--- src/rtl/fbe_pkg.sv ---
// Package with register map, field positions and cause codes of the memory error responder.
package fbe_pkg;

  // ----------------------------------------------------------------
  // Register byte addresses on the Wishbone bus.
  // ----------------------------------------------------------------
  localparam logic [4:0] FBE_ADDR_CTRL  = 5'h00; // Error response enables.
  localparam logic [4:0] FBE_ADDR_FLAG  = 5'h04; // Sticky error flags, write one to clear.
  localparam logic [4:0] FBE_ADDR_RSTV  = 5'h08; // Reset cause vector, any write clears.
  localparam logic [4:0] FBE_ADDR_NMIV  = 5'h0c; // System NMI vector, any write clears.
  localparam logic [4:0] FBE_ADDR_IRQS  = 5'h10; // Interrupt status, write one to clear.
  localparam logic [4:0] FBE_ADDR_IRQM  = 5'h14; // Interrupt mask, one enables.
  localparam logic [4:0] FBE_ADDR_STAT  = 5'h18; // Live state, read only.

  // ----------------------------------------------------------------
  // Field positions.
  // ----------------------------------------------------------------
  localparam int FBE_CTRL_RST_EN   = 0; // Uncorrectable error warm reset enable.
  localparam int FBE_CTRL_UIRQ_EN  = 1; // Uncorrectable error NMI enable.
  localparam int FBE_CTRL_CIRQ_EN  = 2; // Correctable error NMI enable.
  localparam int FBE_FLAG_UNCORR   = 0; // Uncorrectable error flag.
  localparam int FBE_FLAG_CORR     = 1; // Correctable error flag.
  localparam int FBE_IRQ_UNCORR    = 0; // Uncorrectable error seen.
  localparam int FBE_IRQ_CORR      = 1; // Correctable error seen.
  localparam int FBE_IRQ_RESET     = 2; // Warm reset requested.
  localparam int FBE_IRQ_NMI       = 3; // NMI requested.
  localparam int FBE_IRQ_W         = 4; // Width of the interrupt registers.

  // ----------------------------------------------------------------
  // Reset values and recorded cause codes.
  // ----------------------------------------------------------------
  localparam logic [2:0] FBE_CTRL_RST  = 3'h0;
  localparam logic [7:0] FBE_VEC_NONE  = 8'h00; // No identifiable source.
  localparam logic [7:0] FBE_RST_UNCOR = 8'h1a; // Cause of an uncorrectable error reset.
  localparam logic [7:0] FBE_NMI_UNCOR = 8'h02; // NMI cause of an uncorrectable error.
  localparam logic [7:0] FBE_NMI_CORR  = 8'h04; // NMI cause of a correctable error.

  // Bus handshake state, one-hot.
  typedef enum logic [1:0] {
    FBE_BUS_IDLE = 2'b01,
    FBE_BUS_ACK  = 2'b10
  } fbe_bus_t;

endpackage : fbe_pkg

--- src/rtl/fbe_responder.sv ---
// Memory bit error responder: enables, sticky flags, reset and NMI requests, Wishbone slave.
//
// Overview of operation
// - Uncorrectable error resets only when reset enabled, records cause.
// - Uncorrectable NMI only when its enable set.
// - Correctable NMI only when its enable set.
// - Spurious fast-clock reset leaves cause zero, flag clear.
// - After wake, phantom errors act like real ones.
// - Reset enable zero blocks uncorrectable NMI entirely.
// - Uncorrectable detection sets the uncorrectable flag.
// - Spurious resets only with fast main clock.
`timescale 1ns/1ps
module fbe_responder
  import fbe_pkg::*;
#(
  parameter bit MODEL_DEFECTS = 1'b1 // Reproduce the known faulty behaviour of the silicon.
) (
  // Clock and reset.
  input  wire logic        ref_clk,
  input  wire logic        arst_n,
  // Wishbone slave.
  input  wire logic        wb_cyc_i,
  input  wire logic        wb_stb_i,
  input  wire logic        wb_we_i,
  input  wire logic [4:0]  wb_adr_i,
  input  wire logic [3:0]  wb_sel_i,
  input  wire logic [31:0] wb_dat_i,
  output logic      [31:0] wb_dat_o,
  output logic             wb_ack_o,
  // Error detector and clock state.
  input  wire logic        uncorr_det,
  input  wire logic        corr_det,
  input  wire logic        glitch_det,
  input  wire logic        mclk_fast,
  input  wire logic        wake_pulse,
  input  wire logic        mem_access_done,
  // Responses to the reset and NMI controller.
  output logic             warm_system_reset,
  output logic             nmi_req,
  output logic      [7:0]  reset_cause_vector,
  output logic      [7:0]  system_nmi_vector,
  output logic             irq
);

  // ----------------------------------------------------------------
  // State.
  // ----------------------------------------------------------------
  fbe_bus_t            bus_q, bus_d;         // Bus handshake state.
  logic [31:0]         rdat_q, rdat_d;       // Registered read data.
  logic [2:0]          ctrl_q, ctrl_d;       // mem_err_control_reg.
  logic [1:0]          flag_q, flag_d;       // mem_err_flag_reg.
  logic [7:0]          rstv_q, rstv_d;       // Reset cause vector.
  logic [7:0]          nmiv_q, nmiv_d;       // System NMI vector.
  logic [FBE_IRQ_W-1:0] irqs_q, irqs_d;      // Sticky interrupt status.
  logic [FBE_IRQ_W-1:0] irqm_q, irqm_d;      // Interrupt mask.
  logic                wake_q, wake_d;       // Post-wake window is open.
  logic                rst_q, rst_d;         // Warm reset request pulse.
  logic                nmi_q, nmi_d;         // NMI request pulse.

  // Decoded enables, for readability.
  logic uncorr_err_reset_en;
  logic uncorr_err_irq_en;
  logic corr_err_irq_en;
  assign uncorr_err_reset_en = ctrl_q[FBE_CTRL_RST_EN];
  assign uncorr_err_irq_en   = ctrl_q[FBE_CTRL_UIRQ_EN];
  assign corr_err_irq_en     = ctrl_q[FBE_CTRL_CIRQ_EN];

  // ----------------------------------------------------------------
  // Error classification.
  // ----------------------------------------------------------------
  logic uncorr_ev;   // Uncorrectable error taken as detected.
  logic silent_rst;  // Spurious reset that leaves no cause and no flag.
  logic uncorr_nmi;  // Uncorrectable NMI fires.
  logic corr_nmi;    // Correctable NMI fires.
  logic uncorr_rst;  // Recorded uncorrectable error reset.
  logic bus_wr;      // Write takes effect this edge.

  always_comb begin
    // A detector glitch inside the post-wake window looks exactly like a real error.
    uncorr_ev  = uncorr_det | (MODEL_DEFECTS & wake_q & glitch_det);
    // Outside that window the glitch only bites at a fast main clock, recording no cause and no flag.
    silent_rst = MODEL_DEFECTS & glitch_det & ~wake_q & mclk_fast
                 & uncorr_err_reset_en;
    uncorr_rst = uncorr_ev & uncorr_err_reset_en;
    // The silicon drops the uncorrectable NMI when the reset enable is low.
    uncorr_nmi = uncorr_ev & uncorr_err_irq_en
                 & (uncorr_err_reset_en | ~MODEL_DEFECTS);
    corr_nmi   = corr_det & corr_err_irq_en & ~uncorr_nmi;
    bus_wr     = (bus_q == FBE_BUS_ACK) & wb_cyc_i & wb_stb_i & wb_we_i & wb_sel_i[0];
  end

  // ----------------------------------------------------------------
  // Next-state logic for bus, registers and responses.
  // ----------------------------------------------------------------
  always_comb begin
    bus_d  = bus_q;
    rdat_d = rdat_q;
    ctrl_d = ctrl_q;
    flag_d = flag_q;
    rstv_d = rstv_q;
    nmiv_d = nmiv_q;
    irqs_d = irqs_q;
    irqm_d = irqm_q;
    wake_d = wake_q;
    // Handshake: ack one cycle after the strobe, then drop for one cycle.
    case (bus_q)
      FBE_BUS_IDLE: begin
        if (wb_cyc_i && wb_stb_i) begin
          bus_d = FBE_BUS_ACK;
          case (wb_adr_i)
            FBE_ADDR_CTRL: rdat_d = {29'h0, ctrl_q};
            FBE_ADDR_FLAG: rdat_d = {30'h0, flag_q};
            FBE_ADDR_RSTV: rdat_d = {24'h0, rstv_q};
            FBE_ADDR_NMIV: rdat_d = {24'h0, nmiv_q};
            FBE_ADDR_IRQS: rdat_d = {28'h0, irqs_q};
            FBE_ADDR_IRQM: rdat_d = {28'h0, irqm_q};
            FBE_ADDR_STAT: rdat_d = {31'h0, wake_q};
            default:       rdat_d = 32'h0; // Unmapped reads as zero, still acked.
          endcase
        end
      end
      FBE_BUS_ACK: begin
        bus_d = FBE_BUS_IDLE;
      end
      default: begin
        bus_d = FBE_BUS_IDLE;
      end
    endcase
    // Software writes first, so that hardware events below override a clear.
    if (bus_wr) begin
      case (wb_adr_i)
        FBE_ADDR_CTRL: ctrl_d = wb_dat_i[2:0];
        FBE_ADDR_FLAG: flag_d = flag_q & ~wb_dat_i[1:0];
        FBE_ADDR_RSTV: rstv_d = FBE_VEC_NONE;
        FBE_ADDR_NMIV: nmiv_d = FBE_VEC_NONE;
        FBE_ADDR_IRQS: irqs_d = irqs_q & ~wb_dat_i[FBE_IRQ_W-1:0];
        FBE_ADDR_IRQM: irqm_d = wb_dat_i[FBE_IRQ_W-1:0];
        default: begin
        end
      endcase
    end
    // Flags are sticky whatever the enables say; set wins over clear.
    if (uncorr_ev) begin
      flag_d[FBE_FLAG_UNCORR] = 1'b1;
      irqs_d[FBE_IRQ_UNCORR]  = 1'b1;
    end
    if (corr_det) begin
      flag_d[FBE_FLAG_CORR]  = 1'b1;
      irqs_d[FBE_IRQ_CORR]   = 1'b1;
    end
    // Reset causes: a real one is recorded, the spurious one leaves zero.
    if (uncorr_rst) begin
      rstv_d = FBE_RST_UNCOR;
      irqs_d[FBE_IRQ_RESET] = 1'b1;
    end else if (silent_rst) begin
      rstv_d = FBE_VEC_NONE;
      irqs_d[FBE_IRQ_RESET] = 1'b1;
    end
    if (uncorr_nmi) begin
      nmiv_d = FBE_NMI_UNCOR;
      irqs_d[FBE_IRQ_NMI] = 1'b1;
    end else if (corr_nmi) begin
      nmiv_d = FBE_NMI_CORR;
      irqs_d[FBE_IRQ_NMI] = 1'b1;
    end
    // The phantom-error window runs from wake until a real memory access completes.
    if (wake_pulse) begin
      wake_d = 1'b1;
    end else if (mem_access_done) begin
      wake_d = 1'b0;
    end
  end

  // Response pulses are their events delayed by one cycle, high as long as the events are.
  assign rst_d = uncorr_rst | silent_rst;
  assign nmi_d = uncorr_nmi | corr_nmi;

  // ----------------------------------------------------------------
  // Registers.
  // ----------------------------------------------------------------
  always_ff @(posedge ref_clk or negedge arst_n) begin
    if (!arst_n) begin
      bus_q  <= FBE_BUS_IDLE;
      rdat_q <= 32'h0;
      ctrl_q <= FBE_CTRL_RST;
      flag_q <= 2'h0;
      rstv_q <= FBE_VEC_NONE;
      nmiv_q <= FBE_VEC_NONE;
      irqs_q <= 4'h0;
      irqm_q <= 4'h0;
      wake_q <= 1'b0;
      rst_q  <= 1'b0;
      nmi_q  <= 1'b0;
    end else begin
      bus_q  <= bus_d;
      rdat_q <= rdat_d;
      ctrl_q <= ctrl_d;
      flag_q <= flag_d;
      rstv_q <= rstv_d;
      nmiv_q <= nmiv_d;
      irqs_q <= irqs_d;
      irqm_q <= irqm_d;
      wake_q <= wake_d;
      rst_q  <= rst_d;
      nmi_q  <= nmi_d;
    end
  end

  // Outputs all come straight from flip-flops except the ack state decode and the mask gate.
  assign wb_ack_o           = (bus_q == FBE_BUS_ACK);
  assign wb_dat_o           = rdat_q;
  assign warm_system_reset  = rst_q;
  assign nmi_req            = nmi_q;
  assign reset_cause_vector = rstv_q;
  assign system_nmi_vector  = nmiv_q;
  assign irq                = |(irqs_q & irqm_q);
endmodule : fbe_responder

--- config.mk ---
export PLATFORM = sky130hd
export DESIGN_NAME = fbe_responder
export DESIGN_NICKNAME = d
export VERILOG_FILES = /design/src/rtl/fbe_pkg.sv /design/src/rtl/fbe_responder.sv
export SDC_FILE = /design/constraint.sdc
export NUM_CORES = 1
export LEC_CHECK = 0
export CAP_MARGIN = 30
export CORE_MARGIN = 2
export CORE_UTILIZATION = 60
export CTS_CLUSTER_DIAMETER = 40
export DETAILED_ROUTE_END_ITERATION = 10
export DONT_BUFFER_PORTS = 1
export GPL_TIMING_DRIVEN = 0
export PLACE_DENSITY_LB_ADDON = 0.05
export SLEW_MARGIN = 40
export SYNTH_ARGS = -nofsm -noshare
export SYNTH_HDL_FRONTEND = slang
export SYNTH_SLANG_ARGS = --single-unit
--- constraint.sdc ---
create_clock -name ref_clk -period 2.25 [get_ports ref_clk]
set_clock_uncertainty 0.05 [all_clocks]
set_input_delay 0.45 -clock ref_clk [delete_from_list [all_inputs] [get_ports ref_clk]]
set_output_delay 0.45 -clock ref_clk [all_outputs]
set_load 0.05 [all_outputs]
* Yosys cells after proc, flatten, opt, wreduce, memory -nomap -nowiden
Cells that the tools add are included. Widths: inputs -> output; s select.
Operators by class: add/subtract/negate cells 0, multipliers 0, shift-type cells 0, mux-type cells 25, eq/ne operators 9, bitwise gates (word level) 23, order comparisons 0, reductions and logical operators 27, div/mod/pow operators 0
Operators by type and width (number):
- $mux 8 | 8
- $pmux 8 s7 | 1
- $reduce_and 2->1 | 11
- $reduce_bool 3->1 | 6
- $eq 5x5->1 const B | 3
- $reduce_bool 2->1 | 7
- $and 1x1->1 | 13
- $eq 5x4->1 const B | 2
- $mux 1 | 10
- $and 4x4->4 | 2
- $mux 2 | 4
- $mux 4 | 2
- $eq 5x3->1 const B | 1
- $logic_not 5->1 | 1
- $not 4->4 | 1
- $reduce_or 4->1 | 1
- $or 1x1->1 | 3
- $and 2x2->2 | 1
- $eq 2x1->1 const B | 1
- $eq 2x2->1 const B | 1
- $ne 2x2->1 const B | 1
- $not 1->1 | 2
- $not 2->2 | 1
- $logic_and 1x1->1 | 1
Storage, ports and cells: ROM bits 0, logic and storage cells 99, memories 0, latch bits 0, input bits 52, RAM bits 0, flip-flop bits (word level) 66

* Longest topological paths before layout
depth after elaboration 8, mapped depth 6, gate-level depth less buffers 4

* Worst setup path after synthesis
No wires, ideal clock.
kind in2reg, start point input port wb_adr_i[0], end point register ctrl_q[0], path slack 0.426 ns, cell stages on the path 4, data arrival time 1.649 ns, required time 2.075 ns, cells stage by stage nand4bb_1 or2_1 or4_4 mux2_4
Between the ends: cells in the longest elaborated chain, start to end 2
RTL lines:
- from (decl) | line fbe_responder.sv:25 | input wire logic [4:0] wb_adr_i,
- $logic_not 5->1 | line fbe_responder.sv:131 | case (wb_adr_i)
- $reduce_and 2->1 (no source line)
- to (signal assigned) | line fbe_responder.sv:197 | ctrl_q <= ctrl_d;
- to (decl) | line fbe_responder.sv:50 | logic [2:0] ctrl_q, ctrl_d;
Every way passes these cells. A chain may end at the register's enable or synchronous reset.

* Worst setup path in the final report
start point register rstv_q[3], in the netlist reset_cause_vector[3], end point output port reset_cause_vector[3]
RTL lines:
- from (decl) | line fbe_responder.sv:52 | logic [7:0] rstv_q, rstv_d;
- from (signal assigned) | line fbe_responder.sv:199 | rstv_q <= rstv_d;
- to (decl) | line fbe_responder.sv:40 | output logic [7:0] reset_cause_vector,
No word-level cell between the ends.

==> results_dict.tcl <==
set metrics [dict create \
    final.setup.tns_ps 0 \
    cp-start-kind "flop" \
    grt_pass1_wl_mm 5.45 \
    status "finished clean" \
    postCtsSetupRepairBufs 0 \
    clk_pin_slew_ps 140 \
    cap_violations 0 \
    viasPerCell 5.05 \
    root_buffer "clkbuf_4" \
    critPathSlowestCell "dfrtp_1" \
    syn_area_um2 1570 \
    cts-htree-levels 1 \
    pwr_density_cell_nw_per_um2 547 \
    max_slew_margin_pct 52.7 \
    overflow 0 \
    cts.sink_count 26 \
    avgSynthCellArea_um2 10.2 \
    vias 1147 \
    post-place-ws_ps 308 \
    die_area_um2 3050 \
    boundaryPins 104 \
    min_from "wake_pulse" \
    drive_gt1_share_pct 29.9 \
    r2r_cells 4 \
    critPathCaptureType "output port" \
    syn_to_final_growth_pct 15.6 \
    min_path_cells 1 \
    synth.distinct_cells 39 \
    fp-row-count 18 \
    final_cells 227 \
    clk_path_buf_depth 2 \
    die_w_um 55.2 \
    yosys_warnings 0 \
    reg2reg_slack_ps 420 \
    synth_edf_count 0 \
    crit_path_cell_trace "buf_4" \
    wire_per_inst_um 14.6 \
    setup.worst_path.class "reg -> out" \
    layout_setup_ws_ps 374 \
    grt_pass1_vias 1170 \
    antenna_found_initial 0 \
    rsz0062_at_grt "no" \
    ys_ff_latch 26 \
    hpwlAfterDp_mm 2.66 \
    slew_viol_final 0 \
    p_leak_nw 0.966 \
    fin_crit_sh_pct 83.4 \
    worst-path-buf-inv 1 \
    r2r_end "ctrl_q[1]" \
    crit_arrival_ps 1380 \
    worstPathMaxFanout 6 \
    drt-initial-drc-count 31 \
    setup_viol 0 \
    ant_nets 0 \
    initial_utilization_pct 63.5 \
    min_path_type "in -> reg" \
    numCtsBuffers 3 \
    drc_errors 0 \
    ys_seq_area_share_pct 41.4 \
    slowest_delay_ps 750 \
    synthCells 154 \
    hold_viol_final 0 \
    critical_path_required_ps 1750 \
    core_um2 2480 \
    diodes 0 \
    die_height_um 55.2 \
    grtUsageTotal_pct 22.3 \
    cts_tree "yes" \
    clock_latency_ps 310 \
    fmax_ghz 0.533 \
    drt_wl_total_mm 3.31 \
    grt_max_degree 27 \
    vdd_drop_max_v 0.000493 \
    hold_path_end "wake_q" \
    synthFlopType "dfrtp_1" \
    first_pass_iters 4 \
    num-nets-final 250 \
    fin_crit_ps 1880 \
    io_buffers 0 \
    dp.cells 221 \
    r2r-start "bus_q[0]" \
    worst_pin_slew_ps 703 \
    synth_async_sr_flop_share_pct 100 \
    cpLargestDelayFamily "flip-flops" \
    place_congestion 0.886 \
]
## synth_stat cells (3+ instances only)
cell type	n	area, um^2
nand4b_1	4	35.0
a21o_1	8	60.1
nor2_1	4	15.0
buf_4	40	300
mux2i_1	3	30.0
o21a_1	3	22.5
nand2_1	11	41.3
nor2b_1	3	18.8
dfrtp_1	25	626
nand3_1	6	30.0
a22o_1	4	35.0
mux2_2	5	56.3
mux2_4	3	45.0
clkbuf_1	3	11.3
## layer usage
metal  track usage, %  vias to the layer above  routed length [um]  part of all wire, %
met5                0                        -                   0                    0
met4             5.23                        0                  10                 0.30
met3             7.26                        2                 307                  9.3
met2             39.6                       60                1790                   54
met1             26.1                      531                1210                   36
li1                 -                      554                   -                    -
## worst max-delay path by stage
| stage | start | to | slack (ps) | depth (start not counted) |
|---|---|---|---|---|
| after floorplan | wb_adr_i[0] | ctrl_q[0] | 430 | 4 |
| after global placement | wb_adr_i[0] | ctrl_q[1] | 350 | 4 |
| after detailed placement | wb_adr_i[0] | ctrl_q[1] | 310 | 4 |
| after CTS | reset_cause_vector[3] | reset_cause_vector[3] | 360 | 1 |
| after global routing | reset_cause_vector[3] | reset_cause_vector[3] | 300 | 1 |
| final | reset_cause_vector[3] | reset_cause_vector[3] | 370 | 1 |
## power breakdown
part           leakage [nW]  switching (mW)  internal [mW]
clock                0.0210           0.135         0.0988
sequential            0.334          0.0212          0.476
combinational         0.611           0.190         0.0745
## kinds of logic (layout without fill, tap and decap cells)
kind of cell	count (synthesis)	in the layout	share of synthesized area (%)
AO/OA/AOI/OAI	28	28	13.4
buffers and inverters	46	52	21.0
flip-flops	26	26	41.4
multiplexers	11	11	8.35
other	1	38	0.238
AND/OR/NAND/NOR	42	42	15.7
## flip-flops by register name, summed over array words and instances (netlist names)
signal and flops:
flag_q 2, wake_q 1, wb_dat_o 5, warm_system_reset 1, bus_q 2, reset_cause_vector 1, irqs_q 4, nmi_req 1
irqm_q 4, ctrl_q 3, system_nmi_vector 2
## final cells by class
class / instances / area, um^2
multi-input cells: 119 / 733
fillers: 193 / 658
flip-flops and latches: 26 / 652
plain buffers: 44 / 323
well taps: 30 / 37.5
clock buffers: 4 / 36.3
repair buffers: 2 / 30.0
inverters: 2 / 7.51
## placed cells by master, fill, tap and decap left out, types with 3 or more instances in the layout
| master | synthesis | final |
|---|---|---|
| a21o_1 | 8 | 8 |
| a22o_1 | 4 | 4 |
| buf_4 | 40 | 40 |
| clkbuf_1 | 3 | 3 |
| clkbuf_4 | 0 | 3 |
| conb_1 | 1 | 38 |
| dfrtp_1 | 25 | 25 |
| mux2_2 | 5 | 5 |
| mux2_4 | 3 | 3 |
| mux2i_1 | 3 | 3 |
| nand2_1 | 11 | 11 |
| nand3_1 | 6 | 6 |
| nand4b_1 | 4 | 4 |
| nor2_1 | 4 | 4 |
| o21a_1 | 3 | 3 |
## stage by stage
| stage | utilization, % | power (mW) | hold WS [ps] | cell area (um^2) |
|---|---|---|---|---|
| 2_1_floorplan | - | 0.741 | 104 | 1710 |
| 3_3_place_gp | 70.7 | 0.749 | 105 | 1750 |
| 3_5_place_dp | 70.8 | 0.752 | 105 | 1750 |
| 4_1_cts | 73.4 | 0.996 | 157 | 1820 |
| 5_1_grt | 73.4 | 1.03 | 142 | 1820 |
| 6_report | 73.4 | 0.996 | 166 | 1820 |
## worst reg2reg max path: cells and delay by family, from the launching register on
kind,cells,cell delay (ps)
DFF,1,400
muxes,1,320
and+or+nand+nor,3,970
## repair_timing
item	CTS	global route
resized for setup	0	0
hold endpoints to repair	26	0
hold buffers	2	0
No activity file was read; power rests on OpenSTA's default activity.
